==> src/verilog/sfs_pkg.sv <==
/*
  Constants, opcodes, status layout and phase type for the serial flash
  security-register and status command block.
  Assumes a single 50 MHz system clock; no other dependencies.
*/
`default_nettype none

package sfs_pkg;

  // ==========================================================
  // clocking and timing
  localparam int CLK_FREQ_HZ = 50_000_000;
  localparam int HZ_PER_MHZ = 1_000_000;
  // default self-timed program duration in microseconds (plain default)
  localparam int SEC_PROG_TIME_US = 500;

  // ==========================================================
  // opcodes
  localparam logic [7:0] OP_NONE = 8'h00;
  localparam logic [7:0] OP_WRITE_STATUS = 8'h01;
  localparam logic [7:0] OP_WRITE_DISABLE = 8'h04;
  localparam logic [7:0] OP_READ_STATUS = 8'h05;
  localparam logic [7:0] OP_WRITE_ENABLE = 8'h06;
  localparam logic [7:0] OP_READ_SECURITY = 8'h77;
  localparam logic [7:0] OP_PROG_SECURITY = 8'h9B;

  // ==========================================================
  // security register geometry
  localparam int SEC_BYTES = 128;
  localparam int USER_BYTES = 64;
  localparam int BUF_BYTES = 256;
  localparam int ADDR_BYTES = 3;
  localparam int DUMMY_BYTES = 2;
  localparam logic [7:0] ERASED_BYTE = 8'hFF;

  // ==========================================================
  // device_status bit positions
  localparam int ST_READY_BUSY = 0;
  localparam int ST_WRITE_ENABLE = 1;
  localparam int ST_ARRAY_PROTECT = 2;
  localparam int ST_RESERVED_LO = 3;
  localparam int ST_PROTECT_PIN = 4;
  localparam int ST_PROG_ERROR = 5;
  localparam int ST_RESERVED_HI = 6;
  localparam int ST_PROTECT_LOCK = 7;

  // ==========================================================
  // reset values of the writable/latched status bits
  localparam logic RST_WRITE_ENABLE = 1'b0;
  localparam logic RST_ARRAY_PROTECT = 1'b0;
  localparam logic RST_PROTECT_LOCK = 1'b0;
  localparam logic RST_PROG_ERROR = 1'b0;

  // ==========================================================
  // command phases
  typedef enum logic [2:0] {
    PH_OPCODE,
    PH_ADDR,
    PH_DUMMY,
    PH_READ_SEC,
    PH_READ_STATUS,
    PH_PROG_DATA,
    PH_STATUS_DATA,
    PH_TAIL
  } sfs_phase_e;

endpackage

`default_nettype wire

==> src/verilog/sfs_pins_if.sv <==
/*
  Carrier for the synchronised SPI pin events between the pin sampler
  and the command engine. Assumes both sit on the same system clock.
*/
`timescale 1ns/100ps
`default_nettype none

interface sfs_pins_if;
  logic csActive;
  logic csRise;
  logic sckRise;
  logic sckFall;
  logic si;
  logic wpAsserted;

  modport src (
    output csActive,
    output csRise,
    output sckRise,
    output sckFall,
    output si,
    output wpAsserted
  );

  modport dst (
    input csActive,
    input csRise,
    input sckRise,
    input sckFall,
    input si,
    input wpAsserted
  );
endinterface

`default_nettype wire

==> src/verilog/sfs_pin_sync.sv <==
/*
  Two-flop synchronisers for the SPI pins and the write-protect pin, plus
  edge detection of chip select and serial clock.
  Assumes the serial clock is at most about a sixth of clk.
*/
`timescale 1ns/100ps
`default_nettype none

module sfs_pin_sync (
  // clock and reset
  input wire logic clk,
  input wire logic rst,
  // raw pins
  input wire logic spiCsN,
  input wire logic spiClk,
  input wire logic spiSi,
  input wire logic wpN,
  // synchronised events
  sfs_pins_if.src pins
);

  typedef struct packed {
    logic [2:0] cs;
    logic [2:0] sck;
    logic [1:0] si;
    logic [1:0] wp;
  } sfs_sync_s;

  sfs_sync_s s_q;
  sfs_sync_s s_d;

  // ==========================================================
  // sampling chain
  always_comb begin
    s_d = s_q;
    s_d.cs = {s_q.cs[1:0], spiCsN};
    s_d.sck = {s_q.sck[1:0], spiClk};
    s_d.si = {s_q.si[0], spiSi};
    s_d.wp = {s_q.wp[0], wpN};
  end

  always_ff @(posedge clk) begin
    if (rst) begin
      s_q <= '{cs: 3'h7, sck: 3'h0, si: 2'h0, wp: 2'h3};
    end else begin
      s_q <= s_d;
    end
  end

  // ==========================================================
  // events: only stages 1 and 2 are read, stage 0 feeds stage 1 alone
  assign pins.csActive = ~s_q.cs[1];
  assign pins.csRise = s_q.cs[1] & ~s_q.cs[2];
  // clock edges only count inside a frame
  assign pins.sckRise = ~s_q.cs[1] & s_q.sck[1] & ~s_q.sck[2];
  assign pins.sckFall = ~s_q.cs[1] & ~s_q.sck[1] & s_q.sck[2];
  assign pins.si = s_q.si[1];
  assign pins.wpAsserted = ~s_q.wp[1];

endmodule // sfs_pin_sync

`default_nettype wire

==> src/verilog/sfs_flash_top.sv <==
/*
  Command engine of a serial flash: 128-byte security register (read), lower
  64 bytes one-time-programmable, status register read/write, write enable
  and disable. Holds the shared 256-byte program buffer.
  Assumes an SPI host in mode 0 or 3 with the serial clock slow enough
  (well under clk/6) for pin sampling; the far side resolves the tristate
  data output from spiSoOe.
*/
`timescale 1ns/100ps
`default_nettype none

module sfs_flash_top
  import sfs_pkg::*;
#(
  parameter int PROG_TIME_US = sfs_pkg::SEC_PROG_TIME_US,
  // factory half content; value is arbitrary
  parameter logic [sfs_pkg::USER_BYTES-1:0][7:0] FACTORY_DATA = {64{8'hA5}}
) (
  // clock and reset
  input wire logic clk,
  input wire logic rst,
  // spi pins
  input wire logic spiCsN,
  input wire logic spiClk,
  input wire logic spiSi,
  output logic spiSo,
  output logic spiSoOe,
  // write protect pin
  input wire logic wpN,
  // cell verify result, same clock domain, sampled at program end
  input wire logic cellFault
);
  import sfs_pkg::*;

  localparam int PROG_CYCLES = PROG_TIME_US * (CLK_FREQ_HZ / HZ_PER_MHZ);
  localparam int TW = $clog2(PROG_CYCLES + 1);

  typedef struct packed {
    sfs_phase_e phase;
    logic [2:0] bitCnt;
    logic [7:0] inShift;
    logic [7:0] opcode;
    logic [1:0] byteCnt;
    logic [6:0] addr;
    logic [8:0] dataCount;
    logic [7:0] statusIn;
    logic [BUF_BYTES-1:0][7:0] buffer;
    logic [USER_BYTES-1:0][7:0] user;
    logic userProgrammed;
    logic [5:0] progAddr;
    logic [8:0] progCount;
    logic readyBusyFlag;
    logic [TW-1:0] timer;
    logic writeEnableLatch;
    logic arrayProtectFlag;
    logic protectLockFlag;
    logic programEraseErrorFlag;
    logic [7:0] outShift;
    logic [2:0] outCnt;
    logic outActive;
    logic so;
    logic soOe;
  } sfs_state_s;

  sfs_state_s s_q;
  sfs_state_s s_d;

  sfs_pins_if pins ();

  sfs_pin_sync u_sync (
    .clk(clk),
    .rst(rst),
    .spiCsN(spiCsN),
    .spiClk(spiClk),
    .spiSi(spiSi),
    .wpN(wpN),
    .pins(pins.src)
  );

  // ==========================================================
  // read views
  logic [7:0] statusByte;
  logic [7:0] byteIn;
  logic [7:0] secByte;
  logic [7:0] nextSecByte;
  logic hwLocked;

  function automatic logic [7:0] sec_read(input logic [6:0] a,
                                          input logic [USER_BYTES-1:0][7:0] usr);
    // upper half is the fixed factory content
    sec_read = a[6] ? FACTORY_DATA[a[5:0]] : usr[a[5:0]];
  endfunction

  always_comb begin
    statusByte = 8'h00;
    statusByte[ST_READY_BUSY] = s_q.readyBusyFlag;
    statusByte[ST_WRITE_ENABLE] = s_q.writeEnableLatch;
    statusByte[ST_ARRAY_PROTECT] = s_q.arrayProtectFlag;
    // pin level is read live, so every repeated status byte is fresh
    statusByte[ST_PROTECT_PIN] = ~pins.wpAsserted;
    statusByte[ST_PROG_ERROR] = s_q.programEraseErrorFlag;
    statusByte[ST_PROTECT_LOCK] = s_q.protectLockFlag;
  end

  assign byteIn = {s_q.inShift[6:0], pins.si};
  assign secByte = sec_read(s_q.addr, s_q.user);
  assign nextSecByte = sec_read(s_q.addr, s_q.user);
  // hardware lock needs both the lock bit and the pin asserted
  assign hwLocked = s_q.protectLockFlag & pins.wpAsserted;

  // ==========================================================
  // program map: user byte g takes buffer entry (g - start) mod 64, so a
  // start near the top wraps inside the user half, never into factory data
  logic [USER_BYTES-1:0] progHit;
  logic [USER_BYTES-1:0][7:0] progData;

  for (genvar g = 0; g < USER_BYTES; g++) begin : g_prog
    logic [5:0] offset;
    assign offset = 6'(g) - s_q.progAddr;
    // entries past the received count stay erased
    assign progHit[g] = ({3'h0, offset} < s_q.progCount);
    assign progData[g] = s_q.buffer[offset];
  end

  // ==========================================================
  // release qualifiers: a part byte pending aborts every write-type command
  logic wholeBytes;
  logic progAccept;
  logic statusAccept;

  assign wholeBytes = (s_q.bitCnt == 3'h0);
  assign progAccept = (s_q.phase == PH_PROG_DATA) && wholeBytes
    && (s_q.dataCount != 9'h000) && s_q.writeEnableLatch
    && !s_q.userProgrammed;
  assign statusAccept = wholeBytes && (s_q.dataCount != 9'h000)
    && s_q.writeEnableLatch && !hwLocked;

  // ==========================================================
  // next state
  always_comb begin
    s_d = s_q;

    // ---- self-timed program of the user half
    if (s_q.readyBusyFlag) begin
      if (s_q.timer == '0) begin
        for (int i = 0; i < USER_BYTES; i++) begin
          if (progHit[i]) begin
            s_d.user[i] = progData[i];
          end
        end
        s_d.userProgrammed = 1'b1;
        s_d.readyBusyFlag = 1'b0;
        s_d.programEraseErrorFlag = cellFault;
      end else begin
        s_d.timer = s_q.timer - TW'(1);
      end
    end

    // ---- end of frame
    if (pins.csRise) begin
      // write enable/disable only move WRITE_ENABLE_LATCH once the whole opcode arrived with no part byte after it (bitCnt back at 0)
      if (s_q.opcode == OP_WRITE_ENABLE && s_q.bitCnt == 3'h0) begin
        s_d.writeEnableLatch = 1'b1;
      end
      if (s_q.opcode == OP_WRITE_DISABLE && s_q.bitCnt == 3'h0) begin
        s_d.writeEnableLatch = 1'b0;
      end
      if (s_q.opcode == OP_WRITE_STATUS) begin
        s_d.writeEnableLatch = 1'b0;
        if (statusAccept) begin
          s_d.arrayProtectFlag = s_q.statusIn[ST_ARRAY_PROTECT];
          // with the pin asserted the lock may only go from 0 to 1
          s_d.protectLockFlag = pins.wpAsserted
            ? (s_q.protectLockFlag | s_q.statusIn[ST_PROTECT_LOCK])
            : s_q.statusIn[ST_PROTECT_LOCK];
        end
      end
      if (s_q.opcode == OP_PROG_SECURITY) begin
        // completes or aborts: latch drops either way, before the end
        s_d.writeEnableLatch = 1'b0;
        if (progAccept) begin
          s_d.readyBusyFlag = 1'b1;
          // counted in system clocks, so the busy span tracks clk, not the link
          s_d.timer = TW'(PROG_CYCLES - 1);
          s_d.progAddr = s_q.addr[5:0];
          s_d.progCount = (s_q.dataCount > 9'(USER_BYTES))
            ? 9'(USER_BYTES) : s_q.dataCount;
        end
      end
    end

    // ---- framing
    if (!pins.csActive) begin
      s_d.phase = PH_OPCODE;
      s_d.bitCnt = 3'h0;
      s_d.opcode = OP_NONE;
      s_d.dataCount = 9'h000;
      s_d.outActive = 1'b0;
      s_d.soOe = 1'b0;
    end else begin
      if (pins.sckRise) begin
        s_d.inShift = byteIn;
        s_d.bitCnt = s_q.bitCnt + 3'h1;
        if (s_q.bitCnt == 3'h7) begin
          case (s_q.phase)
            PH_OPCODE: begin
              s_d.opcode = byteIn;
              s_d.byteCnt = 2'h0;
              s_d.phase = PH_TAIL;
              if (s_q.readyBusyFlag && byteIn != OP_READ_STATUS) begin
                // only status reads are served while busy
                s_d.opcode = OP_NONE;
              end else begin
                case (byteIn)
                  OP_READ_STATUS: begin
                    s_d.phase = PH_READ_STATUS;
                    s_d.outShift = statusByte;
                    s_d.outCnt = 3'h0;
                    s_d.outActive = 1'b1;
                  end
                  OP_READ_SECURITY: begin
                    s_d.phase = PH_ADDR;
                  end
                  OP_PROG_SECURITY: begin
                    s_d.phase = PH_ADDR;
                    s_d.buffer = {BUF_BYTES{ERASED_BYTE}};
                  end
                  OP_WRITE_STATUS: begin
                    s_d.phase = PH_STATUS_DATA;
                  end
                  default: begin
                    s_d.phase = PH_TAIL;
                  end
                endcase
              end
            end
            PH_ADDR: begin
              s_d.byteCnt = s_q.byteCnt + 2'h1;
              // upper address bits never reach the decoder
              s_d.addr = byteIn[6:0];
              if (s_q.byteCnt == 2'(ADDR_BYTES - 1)) begin
                s_d.byteCnt = 2'h0;
                s_d.phase = (s_q.opcode == OP_PROG_SECURITY) ? PH_PROG_DATA : PH_DUMMY;
              end
            end
            PH_DUMMY: begin
              s_d.byteCnt = s_q.byteCnt + 2'h1;
              if (s_q.byteCnt == 2'(DUMMY_BYTES - 1)) begin
                s_d.phase = PH_READ_SEC;
                s_d.outShift = secByte;
                s_d.addr = s_q.addr + 7'h01;
                s_d.outCnt = 3'h0;
                s_d.outActive = 1'b1;
              end
            end
            PH_PROG_DATA: begin
              // past 256 bytes every further byte lands in entry 0; only 64 entries ever program
              s_d.buffer[s_q.dataCount[7:0]] = byteIn;
              if (s_q.dataCount != 9'(BUF_BYTES)) begin
                s_d.dataCount = s_q.dataCount + 9'h001;
              end
            end
            PH_STATUS_DATA: begin
              // first data byte counts, anything after is dropped
              s_d.statusIn = byteIn;
              s_d.dataCount = 9'h001;
              s_d.phase = PH_TAIL;
            end
            default: begin
            end
          endcase
        end
      end

      // output moves a few clk after the pin fall: the link clock must stay
      // well below clk for the host to see it settled at its next rise
      if (pins.sckFall && s_q.outActive) begin
        s_d.so = s_q.outShift[7];
        s_d.soOe = 1'b1;
        s_d.outCnt = s_q.outCnt + 3'h1;
        if (s_q.outCnt == 3'h7) begin
          if (s_q.phase == PH_READ_STATUS) begin
            s_d.outShift = statusByte;
          end else begin
            s_d.outShift = nextSecByte;
            // seven-bit pointer rolls 7Fh to 00h with no gap
            s_d.addr = s_q.addr + 7'h01;
          end
        end else begin
          s_d.outShift = {s_q.outShift[6:0], 1'b0};
        end
      end
    end
  end

  // ==========================================================
  // state register
  always_ff @(posedge clk) begin
    if (rst) begin
      s_q <= '0;
      s_q.phase <= PH_OPCODE;
      s_q.opcode <= OP_NONE;
      s_q.buffer <= {BUF_BYTES{ERASED_BYTE}};
      // one-time state is plain flip-flops, so a reset erases the user half
      s_q.user <= {USER_BYTES{ERASED_BYTE}};
      s_q.writeEnableLatch <= RST_WRITE_ENABLE;
      s_q.arrayProtectFlag <= RST_ARRAY_PROTECT;
      s_q.protectLockFlag <= RST_PROTECT_LOCK;
      s_q.programEraseErrorFlag <= RST_PROG_ERROR;
    end else begin
      s_q <= s_d;
    end
  end

  assign spiSo = s_q.so;
  assign spiSoOe = s_q.soOe;

endmodule // sfs_flash_top

`default_nettype wire

==> config.mk <==
export PLATFORM = sky130hd
export DESIGN_NAME = sfs_flash_top
export DESIGN_NICKNAME = d
export VERILOG_FILES = /design/src/verilog/sfs_pkg.sv /design/src/verilog/sfs_pins_if.sv /design/src/verilog/sfs_pin_sync.sv /design/src/verilog/sfs_flash_top.sv
export SDC_FILE = /design/constraint.sdc
export NUM_CORES = 2
export LEC_CHECK = 0
export BUFFER_PORTS_ARGS = -buffer_cell sky130_fd_sc_hd__buf_2
export CAP_MARGIN = 20
export CORE_AREA = 2 2 437 439
export CTS_BUF_LIST = sky130_fd_sc_hd__clkbuf_16
export DETAILED_ROUTE_END_ITERATION = 6
export DIE_AREA = 0 0 439 441
export GPL_TIMING_DRIVEN = 0
export HOLD_SLACK_MARGIN = 0.05
export MAX_ROUTING_LAYER = met4
export PLACE_DENSITY = 0.63
export SLEW_MARGIN = 0
export SYNTH_ARGS = -nofsm -noshare
export SYNTH_HDL_FRONTEND = slang
export SYNTH_SLANG_ARGS = --single-unit
==> constraint.sdc <==
create_clock -name clk -period 4.6 [get_ports clk]
set_input_delay 0.92 -clock clk [delete_from_list [all_inputs] [get_ports clk]]
set_output_delay 0.92 -clock clk [all_outputs]
set_load 0.01 [all_outputs]
==> flow_summary.json, run 1 <==
{
  "netlist_area_mm2": 0.0844,
  "synth_fp_nets": 9563,
  "failed_stage": "global routing (5_1_grt)",
  "grt_max_degree": 57,
  "yosysWarnings": 0,
  "track_usage": 0.706,
  "synth-seq-cells": 1125,
  "syn_avg_cell_area_um2": 8.99,
  "synth_edf_count": 0,
  "grt_pass1_wl_um": 893000,
  "cts_hold_buf": 0,
  "portBuffers": 8,
  "cts_buffer_depth": 3,
  "ys_async_sr_fraction": 0,
  "pin_count": 9,
  "cts_buffers": 130,
  "synth-main-ff-cell": "dfxtp_1",
  "die_w_um": 439,
  "synth_cell_type_count": 79,
  "grt_pass1_vias": 93900,
  "overflow": 6,
  "syn_inst": 9397,
  "clock_sinks": 1125,
  "dp_cells": 12000,
  "cts_root_buffer": "clkbuf_16",
  "htree_levels": 4,
  "place.gp.congestion": 1.36,
  "status": "stopped before the end",
  "row_count": 160,
  "seq_area_frac_synth": 0.267,
  "synth_area_leaders": "dfxtp_1, mux4_2, nand3_1",
  "synth_area_leader_cell": "dfxtp_1",
  "die_height_um": 441,
  "start_util": 0.446,
  "synth_top_area_share": 0.267,
  "place_hpwl_um": 525000,
  "error": "[ERROR GRT-0116] Global routing finished with congestion. Check the congestion regions in the DRC Viewer."
}
## metal layers
layer | GRT usage | GRT overflow
met5 | - | -
met4 | 0.667 | 3
met3 | 0.545 | 0
met2 | 0.835 | 2
met1 | 0.715 | 1
## through the flow
step / setup WS, ns / instance area [µm²] / utilization
after floorplan: 0.00862 / 84400 / -
after global placement: -3.42 / 87600 / 0.463
after detailed placement: -3.52 / 88700 / 0.469
after CTS: -0.00129 / 96100 / 0.508
## what timing repair did
| action | 4_1_cts |
|---|---|
| setup buffers | 144 |
| pin swaps | 61 |
| gates cloned | 0 |
| resized for setup | 357 |
| endpoints found under the setup margin | 544 |
## cells in the mapped netlist (all sizes together), types with 31 or more instances
library cell     n
nand2         1160
dfxtp         1125
nand3         1113
mux4           939
a21oi          798
nor3           700
clkbuf         593
nor2           387
o21ai          370
buf            302
a221oi         253
nand4          241
mux2i          195
ha             159
o22ai          145
a22oi          135
inv            134
mux2            72
o211ai          68
nor2b           58
xnor2           58
and3            40
a211oi          34
a21o            31
## logic make-up after synthesis
group | share of synthesized area
buf+inv | 0.0531
xor+xnor | 0.00797
flops | 0.267
simple gates | 0.217
compound gates | 0.149
fa+ha+maj | 0.0236
mux | 0.283
==> run 2: changes to the inputs <==
Settings changed: CORE_AREA 2 2 437 439 to 2 2 534 536, CTS_BUF_LIST sky130_fd_sc_hd__clkbuf_16 to default, DIE_AREA 0 0 439 441 to 0 0 536 538, HOLD_SLACK_MARGIN 0.05 to default, MAX_ROUTING_LAYER met4 to default, PLACE_DENSITY 0.63 to default, PLACE_DENSITY_LB_ADDON from default to 0.15.
Clock period 4.6 ns to 6 ns, I/O delays scaled along.
==> flow_summary.json, run 2 <==
{
  "antenna_found_initial": 146,
  "vias": 100000,
  "regToRegSetupSlack_ns": -0.33,
  "holdPathEnd": "u_sync.s_q[1]",
  "cts_buffers": 147,
  "clock_latency_ns": 0.89,
  "grt_max_degree": 51,
  "hold_viol": 0,
  "seq_area_frac_synth": 0.267,
  "synth_top_area_share": 0.267,
  "place.gp.congestion": 1.18,
  "yosysMostFrequentCell": "nand2_1",
  "synth_edf_count": 0,
  "p_leak_nw": 32.5,
  "die_w_um": 536,
  "status": "finished with violations",
  "clk_pin_slew_ns": 0.06,
  "final_common_cell": "nand2_1",
  "hp-start": "u_sync.s_d[1]",
  "synth_fp_nets": 9563,
  "synth_area_leaders": "dfxtp_1, mux4_2, nand3_1",
  "peakVddDrop_mv": 0.189,
  "hp-class": "flop to flop",
  "netlist_area_mm2": 0.0844,
  "yosysWarnings": 0,
  "synth-seq-cells": 1125,
  "cellInternalPower_mw": 12.9,
  "die_height_um": 538,
  "end_kind": "flop",
  "track_usage": 0.531,
  "fmax_mhz": 158,
  "place_hpwl_um": 653000,
  "fin_skew_ns": 0.0545,
  "drive_gt1_frac": 0.203,
  "grtUsageMet3": 0.298,
  "final_cell_mix": "nand2_1, dfxtp_1, nand3_1",
  "path_class": "flop to flop",
  "drc": 24,
  "synth-main-ff-cell": "dfxtp_1",
  "setup_violations": 94,
  "r2r_start": "s_q[43]",
  "pwr-share-seq": 0.432,
  "grtUsageMet2": 0.681,
  "synthTopCellsByCount": "nand2_1, dfxtp_1, nand3_1, mux4_2, a21oi_1",
  "layout.nets": 9934,
  "portBuffers": 8,
  "min_path_cells": 1,
  "preCtsSetupSlack_ns": -2.38,
  "p_sw_frac": 0.253,
  "p_per_area_mw_per_mm2": 176,
  "switching_power_mw": 4.39,
  "timing.final.ws_setup_ns": -0.330,
  "clock_sinks": 1125,
  "pin_count": 9,
  "ys_async_sr_fraction": 0,
  "cap_violations": 3,
  "wl_per_cell_um": 57.3,
  "required_ns": 6.80,
  "syn_inst": 9397,
  "core-area_mm2": 0.283,
  "tritoncts": "built",
  "largest_reg_flops": 1106,
  "top_register": "s_q",
  "relSlewSlack": -0.192,
  "reg2reg_depth": 15,
  "grt_pass1_vias": 86200,
  "firstDrtPassIters": 7,
  "antenna_left": 0,
  "cts_buffer_depth": 4,
  "rr_endpoint": "s_q[213]",
  "p_clk_frac": 0.537,
  "start_util": 0.298,
  "row_count": 196,
  "combPwrFrac": 0.031,
  "start_kind": "flop",
  "drt_iter0_markers": 17800,
  "cts_root_buffer": "clkbuf_16",
  "die_area_mm2": 0.288,
  "busiest_layer": "met2",
  "violations": "DRC, capacitance limit, slew limit, setup timing",
  "viasPerCell": 7.25,
  "cts_hold_buf": 0,
  "grt_pass1_wl_um": 977000,
  "groute.layer.met1.usage": 0.596,
  "tightestPinTransition_ns": 1.79,
  "synth_cell_type_count": 79,
  "synth_area_leader_cell": "dfxtp_1",
  "startpoint": "s_q[43]",
  "path_max_fanout": 20,
  "critPathArrivalTime_ns": 7.13,
  "syn_to_final_growth_pct": 16.3,
  "fillCellCount": 29300,
  "htree_levels": 4,
  "syn_avg_cell_area_um2": 8.99,
  "overflow": 0,
  "period_needed_ns": 6.33,
  "maxSlewViolCount": 11,
  "route.final.wire_length_um": 791000,
  "p_total_mw": 17.3,
  "fin_crit_sh": 1.06
}
==> run 2: cell families (layout without fill, tap and decap cells) <==
group,after synthesis,after routing,share of synthesized area
AND/OR/NAND/NOR,3812,3812,0.217
XOR/XNOR,70,70,0.00797
multiplexers,1206,1206,0.283
AO/OA/AOI/OAI,1990,1990,0.149
flip-flops,1125,1125,0.267
other,0,164,0
buffers and inverters,1035,1520,0.0531
adder cells (fa/ha/maj),159,159,0.0236
==> run 2: metal layers <==
layer  wire length, µm  share of wire
met5              1920         0.0024
met4             97600           0.12
met3            117000           0.15
met2            294000           0.37
met1            280000           0.35
==> run 2: cell type report <==
cell class	instances	area (µm²)	share of cell area
clock buffer	210	4270	0.0435
tap	3762	4710	0.0479
sequential	1125	22500	0.229
antenna	164	410	0.00418
multi-input combinational	7237	58200	0.593
timing repair buffer	236	2890	0.0294
clock inverter	53	626	0.00637
buffer	881	4020	0.0409
inverter	140	544	0.00554
==> run 2: metrics by stage <==
| stage | util | hold slack (ns) | std cells | instance area, µm² | TNS, ns |
|---|---|---|---|---|---|
| after floorplan | - | 0.389 | 9397 | 84400 | 0 |
| after global placement | 0.315 | 0.402 | 13200 | 89200 | -1117.74 |
| after detailed placement | 0.321 | 0.400 | 13300 | 90900 | -497.66 |
| after CTS | 0.342 | 0.419 | 13600 | 96800 | 0 |
| after global routing | 0.345 | 0.437 | 13700 | 97800 | -0.247 |
| final | 0.347 | 0.417 | 13800 | 98200 | -8.53 |
==> run 2: repair_timing <==
| item | 4_1_cts | 5_1_grt |
|---|---|---|
| pin swaps | 11 | 27 |
| cloned | 0 | 0 |
| gates resized for setup | 99 | 69 |
| endpoints found under the setup margin | 400 | 343 |
| setup buffers | 36 | 56 |
==> run 2: worst max-delay path, cell delays in order, from the launching register on <==
cell and delay, ns:
dfxtp_1 0.33, buf_2 0.37, clkbuf_4 0.36, buf_8 0.36, inv_1 0.25, ha_4 0.50, clkbuf_1 0.25, buf_2 0.24
buf_2 0.41, buf_2 0.51, mux4_2 0.76, nand3_1 0.21, nand3_1 0.15, nand4_1 0.72, mux2_2 0.61, o211ai_1 0.16
==> run 2: how the worst max path moves through the flow <==
stage,end,slack (ns),cells past startpoint
floorplan,s_q[327],1.30,15
global placement,s_q[248],-3.50,19
detailed placement,s_q[135],-2.38,19
CTS,s_q[407],0.01,15
global route,s_q[469],-0.09,15
finish,s_q[213],-0.33,15
==> run 2: power groups by stage <==
stage	registers, mW	clock network (mW)	logic (mW)
final	7.48	9.31	0.541
after global routing	7.47	9.56	0.537
after CTS	7.48	9.29	0.512
after detailed placement	7.64	0	0.510
after global placement	7.64	0	0.486
after floorplan	7.64	0	0.238
(Power assumes the default switching activity.)
